===== src/css_map.vh =====
// Constants for the command source selector
`ifndef CSS_MAP_VH
`define CSS_MAP_VH

`define CSS_ADDR_W 8
`define CSS_DATA_W 32
`define CSS_ADDR_CTRL 8'h00
`define CSS_ADDR_PERM 8'h04
`define CSS_ADDR_STATUS 8'h08
`define CSS_ADDR_EVENT 8'h0c
`define CSS_ADDR_REJCNT 8'h10
`define CSS_ADDR_TERM0 8'h20
`define CSS_ADDR_TERM_LAST 8'h38

`define CSS_TERM_COUNT 7
`define CSS_TERM_IDX_W 3
`define CSS_FUNC_W 8
`define CSS_FUNC_SWITCH 8'h43
`define CSS_FUNC_RESET 8'h00

`define CSS_START_COMM 1'b0
`define CSS_START_TERM 1'b1
`define CSS_SPEED_COMM 2'h0
`define CSS_SPEED_TERM 2'h1
`define CSS_SPEED_BOTH 2'h2
`define CSS_CTRL_START_BIT 0
`define CSS_CTRL_SPEED_LSB 1
`define CSS_CTRL_SPEED_MSB 2
`define CSS_START_RESET 1'b1
`define CSS_SPEED_RESET 2'h1

`define CSS_PERM_W 2
`define CSS_PERM_STOP_ONLY 2'h0
`define CSS_PERM_LOCKED 2'h1
`define CSS_PERM_RUN_OK 2'h2
`define CSS_PERM_RESET 2'h0

`define CSS_EV_REJECT_BIT 0
`define CSS_EV_APPLY_BIT 1
`define CSS_CNT_W 8
`define CSS_CNT_MAX 8'hff

`endif


===== src/css_term_map.v =====
// Input terminal function settings and switchover decode
`default_nettype none
`include "css_map.vh"

module css_term_map (
  input wire clk,
  input wire rst,
  input wire wr_en,
  input wire [`CSS_TERM_IDX_W-1:0] wr_idx,
  input wire [`CSS_FUNC_W-1:0] wr_data,
  input wire [`CSS_TERM_IDX_W-1:0] rd_idx,
  output reg [`CSS_FUNC_W-1:0] rd_data,
  input wire [`CSS_TERM_COUNT-1:0] term_in,
  output wire switch_assigned,
  output wire switch_level
);

  reg [`CSS_FUNC_W-1:0] func_reg [0:`CSS_TERM_COUNT-1];
  wire [`CSS_TERM_COUNT-1:0] is_switch;
  wire [`CSS_TERM_COUNT-1:0] switch_on;

  genvar i;
  generate
    for (i = 0; i < `CSS_TERM_COUNT; i = i + 1) begin : g_term
      always @(posedge clk) begin
        if (rst) begin
          func_reg[i] <= `CSS_FUNC_RESET;
        end else if (wr_en && wr_idx == i) begin
          func_reg[i] <= wr_data;
        end
      end
      assign is_switch[i] = (func_reg[i] == `CSS_FUNC_SWITCH);
      assign switch_on[i] = is_switch[i] & term_in[i];
    end
  endgenerate

  // Several terminals may carry the function; any one on counts as on
  assign switch_assigned = |is_switch;
  assign switch_level = |switch_on;

  always @(posedge clk) begin
    if (rst) begin
      rd_data <= `CSS_FUNC_RESET;
    end else if (rd_idx < `CSS_TERM_COUNT) begin
      rd_data <= func_reg[rd_idx];
    end else begin
      rd_data <= `CSS_FUNC_RESET;
    end
  end

endmodule // css_term_map
`default_nettype wire


===== src/css_selector.v =====
// Command source selector with APB register access
//
// Design decisions made here: the APB register port and the address map.
`default_nettype none
`include "css_map.vh"

module css_selector (
  input wire MCLK,
  input wire RST,
  input wire PSEL,
  input wire PENABLE,
  input wire PWRITE,
  input wire [`CSS_ADDR_W-1:0] PADDR,
  input wire [`CSS_DATA_W-1:0] PWDATA,
  output wire [`CSS_DATA_W-1:0] PRDATA,
  output wire PREADY,
  output wire PSLVERR,
  input wire [`CSS_TERM_COUNT-1:0] TERM_IN,
  input wire NET_MODE,
  input wire DRIVE_STOPPED,
  input wire COMM_RESET_REQ,
  output wire COMM_RESET_OUT,
  output wire START_FROM_TERM,
  output wire START_FROM_COMM,
  output wire SPEED_FROM_TERM,
  output wire SPEED_FROM_COMM
);

  // Software settings
  reg start_source_setting_reg;
  reg [1:0] speed_source_setting_reg;
  reg [`CSS_PERM_W-1:0] write_permission_setting_reg;

  // Selection in force
  reg act_start_comm_reg;
  reg act_speed_term_reg;
  reg act_speed_comm_reg;

  reg comm_reset_reg;
  reg ev_reject_reg;
  reg ev_apply_reg;
  reg [`CSS_CNT_W-1:0] rej_cnt_reg;

  reg wait_done_reg;
  reg [`CSS_DATA_W-1:0] prdata_reg;
  reg [`CSS_DATA_W-1:0] rd_mux;

  wire source_switch_assigned;
  wire source_switch_input;
  wire [`CSS_FUNC_W-1:0] term_rd_data;

  // APB phase decode
  wire access = PSEL & PENABLE;
  wire done = access & wait_done_reg;
  wire wr_done = done & PWRITE;

  wire [`CSS_ADDR_W-1:0] term_off = PADDR - `CSS_ADDR_TERM0;
  wire [`CSS_TERM_IDX_W-1:0] term_idx = term_off[4:2];
  wire aligned = (PADDR[1:0] == 2'h0);
  wire hit_ctrl = (PADDR == `CSS_ADDR_CTRL);
  wire hit_perm = (PADDR == `CSS_ADDR_PERM);
  wire hit_status = (PADDR == `CSS_ADDR_STATUS);
  wire hit_event = (PADDR == `CSS_ADDR_EVENT);
  wire hit_rejcnt = (PADDR == `CSS_ADDR_REJCNT);
  wire hit_term = aligned && (PADDR >= `CSS_ADDR_TERM0) && (PADDR <= `CSS_ADDR_TERM_LAST);
  wire hit_any = hit_ctrl | hit_perm | hit_status | hit_event | hit_rejcnt | hit_term;

  // Settings may be rewritten while running only under permission 2
  wire setting_write_ok =
    (write_permission_setting_reg == `CSS_PERM_RUN_OK) ||
    ((write_permission_setting_reg == `CSS_PERM_STOP_ONLY) && DRIVE_STOPPED);

  wire perm_value_ok = (PWDATA[`CSS_PERM_W-1:0] != 2'h3);

  wire write_refused =
    PWRITE && (((hit_ctrl || hit_term) && !setting_write_ok) ||
               (hit_perm && !perm_value_ok) ||
               hit_status);

  wire slv_err = !hit_any || write_refused;
  wire wr_ok = wr_done && !slv_err;

  assign PREADY = done;
  assign PSLVERR = done & slv_err;
  assign PRDATA = prdata_reg;

  css_term_map u_term_map (
    .clk(MCLK),
    .rst(RST),
    .wr_en(wr_ok && hit_term),
    .wr_idx(term_idx),
    .wr_data(PWDATA[`CSS_FUNC_W-1:0]),
    .rd_idx(term_idx),
    .rd_data(term_rd_data),
    .term_in(TERM_IN),
    .switch_assigned(source_switch_assigned),
    .switch_level(source_switch_input)
  );

  // Switchover assigned and off
  wire switch_off = source_switch_assigned & ~source_switch_input;

  // Selection the current inputs and settings call for
  reg tgt_start_comm;
  reg tgt_speed_term;
  reg tgt_speed_comm;

  always @* begin
    tgt_start_comm = 1'b0;
    tgt_speed_term = 1'b1;
    tgt_speed_comm = 1'b0;
    if (NET_MODE && !switch_off) begin
      tgt_start_comm = (start_source_setting_reg == `CSS_START_COMM);
      case (speed_source_setting_reg)
        `CSS_SPEED_COMM: begin
          tgt_speed_term = 1'b0;
          tgt_speed_comm = 1'b1;
        end
        `CSS_SPEED_BOTH: begin
          tgt_speed_term = 1'b1;
          tgt_speed_comm = 1'b1;
        end
        default: begin
          tgt_speed_term = 1'b1;
          tgt_speed_comm = 1'b0;
        end
      endcase
    end
  end

  wire tgt_differs = (tgt_start_comm != act_start_comm_reg) ||
                     (tgt_speed_term != act_speed_term_reg) ||
                     (tgt_speed_comm != act_speed_comm_reg);

  // Running drive keeps the old selection until it stops
  always @(posedge MCLK) begin
    if (RST) begin
      act_start_comm_reg <= 1'b0;
      act_speed_term_reg <= 1'b1;
      act_speed_comm_reg <= 1'b0;
    end else if (DRIVE_STOPPED) begin
      act_start_comm_reg <= tgt_start_comm;
      act_speed_term_reg <= tgt_speed_term;
      act_speed_comm_reg <= tgt_speed_comm;
    end
  end

  assign START_FROM_COMM = act_start_comm_reg;
  assign START_FROM_TERM = ~act_start_comm_reg;
  assign SPEED_FROM_TERM = act_speed_term_reg;
  assign SPEED_FROM_COMM = act_speed_comm_reg;

  // Communication reset passes one cycle later unless blocked
  wire reset_blocked = COMM_RESET_REQ & switch_off;

  always @(posedge MCLK) begin
    if (RST) begin
      comm_reset_reg <= 1'b0;
    end else begin
      comm_reset_reg <= COMM_RESET_REQ & ~switch_off;
    end
  end

  assign COMM_RESET_OUT = comm_reset_reg;

  always @(posedge MCLK) begin
    if (RST) begin
      rej_cnt_reg <= {`CSS_CNT_W{1'b0}};
    end else if (reset_blocked && rej_cnt_reg != `CSS_CNT_MAX) begin
      rej_cnt_reg <= rej_cnt_reg + 8'h01;
    end else if (wr_ok && hit_rejcnt) begin
      rej_cnt_reg <= {`CSS_CNT_W{1'b0}};
    end
  end

  // Sticky events, write one to clear; a new event wins over the clear
  wire apply_event = DRIVE_STOPPED & tgt_differs;
  wire clr_reject = wr_ok && hit_event && PWDATA[`CSS_EV_REJECT_BIT];
  wire clr_apply = wr_ok && hit_event && PWDATA[`CSS_EV_APPLY_BIT];

  always @(posedge MCLK) begin
    if (RST) begin
      ev_reject_reg <= 1'b0;
      ev_apply_reg <= 1'b0;
    end else begin
      if (reset_blocked) begin
        ev_reject_reg <= 1'b1;
      end else if (clr_reject) begin
        ev_reject_reg <= 1'b0;
      end
      if (apply_event) begin
        ev_apply_reg <= 1'b1;
      end else if (clr_apply) begin
        ev_apply_reg <= 1'b0;
      end
    end
  end

  // Setting registers
  always @(posedge MCLK) begin
    if (RST) begin
      start_source_setting_reg <= `CSS_START_RESET;
      speed_source_setting_reg <= `CSS_SPEED_RESET;
    end else if (wr_ok && hit_ctrl) begin
      start_source_setting_reg <= PWDATA[`CSS_CTRL_START_BIT];
      speed_source_setting_reg <= PWDATA[`CSS_CTRL_SPEED_MSB:`CSS_CTRL_SPEED_LSB];
    end
  end

  always @(posedge MCLK) begin
    if (RST) begin
      write_permission_setting_reg <= `CSS_PERM_RESET;
    end else if (wr_ok && hit_perm) begin
      write_permission_setting_reg <= PWDATA[`CSS_PERM_W-1:0];
    end
  end

  // Read data mux
  always @* begin
    rd_mux = {`CSS_DATA_W{1'b0}};
    if (hit_ctrl) begin
      rd_mux[`CSS_CTRL_START_BIT] = start_source_setting_reg;
      rd_mux[`CSS_CTRL_SPEED_MSB:`CSS_CTRL_SPEED_LSB] = speed_source_setting_reg;
    end else if (hit_perm) begin
      rd_mux[`CSS_PERM_W-1:0] = write_permission_setting_reg;
    end else if (hit_status) begin
      rd_mux[7:0] = {NET_MODE, DRIVE_STOPPED, tgt_differs, source_switch_input,
                     source_switch_assigned, act_speed_comm_reg, act_speed_term_reg,
                     act_start_comm_reg};
    end else if (hit_event) begin
      rd_mux[`CSS_EV_REJECT_BIT] = ev_reject_reg;
      rd_mux[`CSS_EV_APPLY_BIT] = ev_apply_reg;
    end else if (hit_rejcnt) begin
      rd_mux[`CSS_CNT_W-1:0] = rej_cnt_reg;
    end else if (hit_term) begin
      rd_mux[`CSS_FUNC_W-1:0] = term_rd_data;
    end
  end

  // One wait state; read data captured on the first access edge
  always @(posedge MCLK) begin
    if (RST) begin
      wait_done_reg <= 1'b0;
      prdata_reg <= {`CSS_DATA_W{1'b0}};
    end else if (done) begin
      wait_done_reg <= 1'b0;
    end else if (access) begin
      wait_done_reg <= 1'b1;
      if (!PWRITE) begin
        prdata_reg <= rd_mux;
      end
    end
  end

endmodule // css_selector
`default_nettype wire


===== config.mk =====
export PLATFORM = sky130hd
export DESIGN_NAME = css_selector
export DESIGN_NICKNAME = d
export VERILOG_FILES = /design/src/css_term_map.v /design/src/css_selector.v
export VERILOG_INCLUDE_DIRS = /design/src
export SDC_FILE = /design/constraint.sdc
export NUM_CORES = 1
export LEC_CHECK = 0
export BUFFER_PORTS_ARGS = -buffer_cell sky130_fd_sc_hd__clkbuf_2
export CORE_MARGIN = 4
export CORE_UTILIZATION = 50
export DETAILED_ROUTE_END_ITERATION = 7
export GPL_ROUTABILITY_DRIVEN = 0
export PLACE_DENSITY_LB_ADDON = 0.3
export SETUP_SLACK_MARGIN = 0.5
export SLEW_MARGIN = 20
export SYNTH_ARGS = -nofsm -noshare
export SYNTH_HDL_FRONTEND = slang
export SYNTH_HIERARCHICAL = 1
export SYNTH_SLANG_ARGS = --single-unit

===== constraint.sdc =====
create_clock -name MCLK -period 3 [get_ports MCLK]
set_input_delay 0.6 -clock MCLK [delete_from_list [all_inputs] [get_ports MCLK]]
set_output_delay 0.6 -clock MCLK [all_outputs]
set_load 0.01 [all_outputs]

# Yosys cells after proc, flatten, opt, wreduce, memory -nomap -nowiden
# Memories as Yosys holds them, arrays and structs flattened. A register that Yosys moved wholly into a read port is not among the register bits.
# Index checks and enable logic that the tools add are counted.
word_totals:
  input_bits: 55
  ff_bits: 28
  n_memories: 1
  wordCells: 175
  ram_bits: 56
  out_inout_bits: 39
classes:
  n_reduce_logical: 49
  order_cmp: 3
  addsub: 2
  muxes: 50
  n_bitwise: 34
  eq_ne: 24
memory_table:
  columns: ["name", "depth", "width", "rd", "rd_clocked_by_memory_dff", "wr", "line_no", "text"]
  rows:
  - ["u_term_map.func_reg", 7, 8, 8, 1, 7, "css_term_map.v:18", "reg [`CSS_FUNC_W-1:0] func_reg [0:`CSS_TERM_COUNT-1];"]
ops:
  columns: ["operator", "n"]
  rows:
  - ["$mux W8", 12]
  - ["$eq A8 B7 Y1 const B", 7]
  - ["$mux W1", 32]
  - ["$logic_and A1 B1 Y1", 23]
  - ["$eq A8 B4 Y1 const B", 2]
  - ["$and A1 B1 Y1", 15]
  - ["$reduce_or A7 Y1", 2]
  - ["$mux W6", 2]
  - ["$or A1 B1 Y1", 12]
  - ["$eq A3 B3 Y1 const B", 3]
  - ["$add A8 B1 Y8 const B", 1]
  - ["$eq A8 B3 Y1 const B", 1]
  - ["$eq A8 B5 Y1 const B", 1]
  - ["$ge A8 B6 Y1 const B", 1]
  - ["$le A8 B6 Y1 const B", 1]
  - ["$logic_not A8 Y1", 1]
  - ["$ne A8 B8 Y1 const B", 1]
  - ["$logic_or A1 B1 Y1", 7]
  - ["$not A1 Y1", 7]
  - ["$eq A3 B2 Y1 const B", 2]
  - ["$logic_not A2 Y1", 3]
  - ["$reduce_bool A2 Y1", 3]
  - ["$reduce_or A2 Y1", 3]
  - ["$logic_not A1 Y1", 5]
  - ["11 further kinds", 15]

# Longest topological paths before layout
depth:
  word_depth: 17
  mapped_depth: 10
  mapped_depth_nobuf: 9

# Cells and area by module
# The synthesis kept the hierarchy.
modules_own_cells:
  columns: ["module", "seq_area_each_um2", "area_each_um2", "instances", "cells_per_inst"]
  rows:
  - ["css_term_map", 1841.8, 3119.2, 1, 229]
  - ["css_selector", 560.5, 1841.8, 1, 242]

# Least setup slack after synthesis
# Ideal clock, no wire load.
synth_timing:
  path_type: "input port to flip-flop"
  from: "input PADDR[7]"
  to: "memory u_term_map/func_reg[3][0] (netlist bit) (enable)"
  t_required_ns: 2.625
  setup_time_ns: 0.375
  slack_ns: 0.119
  t_arrival_ns: 2.507
  path_stages: 6
  n_path_buf: 2
  path_cell_list: "or4_1 -> clkbuf_2 -> clkbuf_1 -> nor4_1 -> nand2_1 -> o21bai_1"
synth_rtl:
  columns: ["item", "line_no", "text"]
  rows:
  - ["start: declaration", "css_selector.v:13", "input wire [`CSS_ADDR_W-1:0] PADDR,"]
  - ["end: declaration", "css_term_map.v:18", null]

==> metrics <==
outcome=complete, no violations; commonest non-fill, non-tap cells in the layout=and2_1, edfxtp_1, clkbuf_2; Crit Path Class=flip-flop to flip-flop; CP max FO=3; launch point of the worst hold path=ev_apply_reg; Gate power share=0.093; Final ANT Viol Nets=0; Worst-Margin Slew=0.728 ns; PortBufs=45; Final Setup Violations=0; period utilization=0.828; CTS Sinks=92; dpl hpwl=~8800 microns; Setup TNS Final=0 ns; reg2reg start=u_term_map/func_reg[2][2]; P_leak=~2.2 nW; Total GRT Usage=0.213; # IOs=between 90 and 100; clock latency on the worst-skew pair=between 0.3 and 0.4 ns; share of cells above drive strength 1=0.233; core area=0.00973 sq mm; post-synthesis simple-gate area fraction=0.226; Final Max Tran Viols=0; max FFs per register=56; sequential area share after synthesis=0.484; fin nets=slightly below 600; CP Capture Type=flip-flop; Most used DFF post-synth=edfxtp_1; number of cell rows=36; vias in the first global route=3649; Worst setup startpoint=u_term_map/func_reg[2][2]; post-synthesis adder-cell area fraction=0.00454; CTS clk-pin slew, worst paths=0.09 ns; grt ovf=0; DIE AREA=~0.012 sq mm; Flop pwr share=0.543; worst-case clock buffer depth=2; drt via density=5.73; placed inst area=0.00526 sq mm; top cell type's share of synthesized area=0.339; root buffer cell=clkbuf_8; Post-Route WL=approximately 12000 microns; CTS Buf Count=9; Cell Pwr Density=455 mW/mm^2; iteration-0 DRC count of the detailed router=289; Hold WS=0.491 ns; Synth Instances=between 400 and 500; worst path arrival time=2.76 ns; Post-Synth XOR/XNOR Area=0.00353; CP Launch Type=flip-flop; Hold Vio Cnt, Final=0; post-synth top area cell=edfxtp_1; fmax=0.402 GHz; VDD IR-drop max=between 300 and 400 uV; pre-CTS setup slack=0.227 ns; max cap viols=0; Rel. slew slack=0.510; largest family of logic cells by synthesized area=simple AND/OR/NAND/NOR gates; Non-Filler Instances=661; switching power=approximately 0.63 mW; Worst EP required=3.27 ns; Clock Skew=0.00875 ns; DIE HEIGHT=~110 microns; setup ws final=about 0.51 ns; H-tree level count=3; HP Class=flip-flop to flip-flop; DR DRC count=0; Pre-antenna DRT Iters=5; post-layout min period=2.49 ns; top cells by area, synth=edfxtp_1, dfxtp_1, and2_1; Ys Warns=6; Post-synth EDFFs=56; Avg Cell Area, Syn=10.5 sq um; Async SR Flop Fraction=0; initial core utilization=0.510; first-pass GRT wire length=18700 microns; Die X=108 microns; Synth Register Bits=92; Switching Share=0.247; Clk pwr share=0.364; CTS tree=yes; largest net degree at the start of global routing=28; Synth Cell Area=0.00496 sq mm; dpl cells=638; mux share of post-synthesis cell area=0.0842; final instance area=about 0.0056 sq mm; Netlist cell types=67; DR WL/cell=18.0 microns; internal power=1.93 mW; post-route core utilization=0.580; antenna cells=0; compound-gate portion of the synthesized area=0.119; Synth-to-Final Area Change=13.7%; via count=3790; antenna violations before repair=0; RSZ-0062 raised after global routing=yes; Overall Power=2.57 mW
final timing paths:
kind	endpoint	slack (ns)	cells past startpoint
setup / recovery	PRDATA[5]	0.51	9
hold / removal	ev_apply_reg	0.49	2
setup reg to reg	PRDATA[5]	0.51	9
hold reg to reg	ev_apply_reg	0.49	2
critical path, cell delays in order, from the launching register on:
cell,delay (ns)
edfxtp_1,0.46
nor4b_4,0.30
nand4_1,0.19
or2_4,0.29
nand4_1,0.22
nor2b_4,0.08
or4b_4,0.49
and3_4,0.20
o21ai_2,0.10
nand2_1,0.05
logic make-up after synthesis:
group,count (synthesis)
adders and majority gates,2
xor gates and xnor gates,2
other,1
buffers and inverters,58
AOI/OAI and AO/OA,87
muxes,29
DFF,92
and+or+nand+nor,200
cell usage after synthesis, types with 2 or more instances:
library cell  count
nand3_1           5
nand2b_1          6
or2_2             3
a31o_2            6
and2_1           56
clkbuf_1         11
mux4_1            7
clkbuf_8          2
a21oi_1          17
and3_1            2
nand4_1           6
a32oi_1           7
a21o_1            3
nor4_1            9
nor2b_1           3
o2bb2ai_1         6
inv_1            10
nand2_1          33
a22oi_1           6
xor2_1            2
nor3_2            4
buf_6             3
dfxtp_1          36
a2bb2oi_1         2
edfxtp_1         56
or4_1             6
o21ai_1           7
nand4b_1          5
o21ai_0          14
buf_1             2
nor4b_1           3
nor3_1           10
nor2_1           39
inv_2             2
o22ai_1           4
o21bai_1          3
mux2i_1          20
or3_1             2
a221oi_1          2
buf_4            24
power by group through the flow:
stage,Combinational (mW),Clock [mW],Sequential [mW]
2_1_floorplan,0.174,0,1.41
3_3_place_gp,0.223,0,1.42
4_1_cts,0.231,0.948,1.39
3_5_place_dp,0.226,0,1.42
5_1_grt,0.260,1.01,1.40
6_report,0.238,0.934,1.39
metal layers:
layer | routed length (microns) | vias to the layer above | track usage | share of wire
met2 | 5560 | 180 | 0.335 | 0.47
met5 | 0 | - | 0 | 0
met4 | 268 | 0 | 0.0821 | 0.022
met1 | 5120 | 1783 | 0.283 | 0.43
li1 | - | 1810 | - | -
met3 | 983 | 17 | 0.0546 | 0.082
final cells by class:
class / instances / area (sq um)
fillers: 838 / 4090
multi-input cells: 344 / 2430
flip-flops and latches: 92 / 2400
repair buffers: 64 / 370
well taps: 133 / 166
clock buffers: 9 / 124
clock inverters: 7 / 100
inverters: 12 / 45.0
repair_timing:
action	4_1_cts	5_1_grt
hold buffers	0	0
pin swaps	3	8
resized for setup	11	18
endpoints found under the setup margin	11	10
buffers inserted	5	2
No activity file was read; power rests on OpenSTA's default activity.
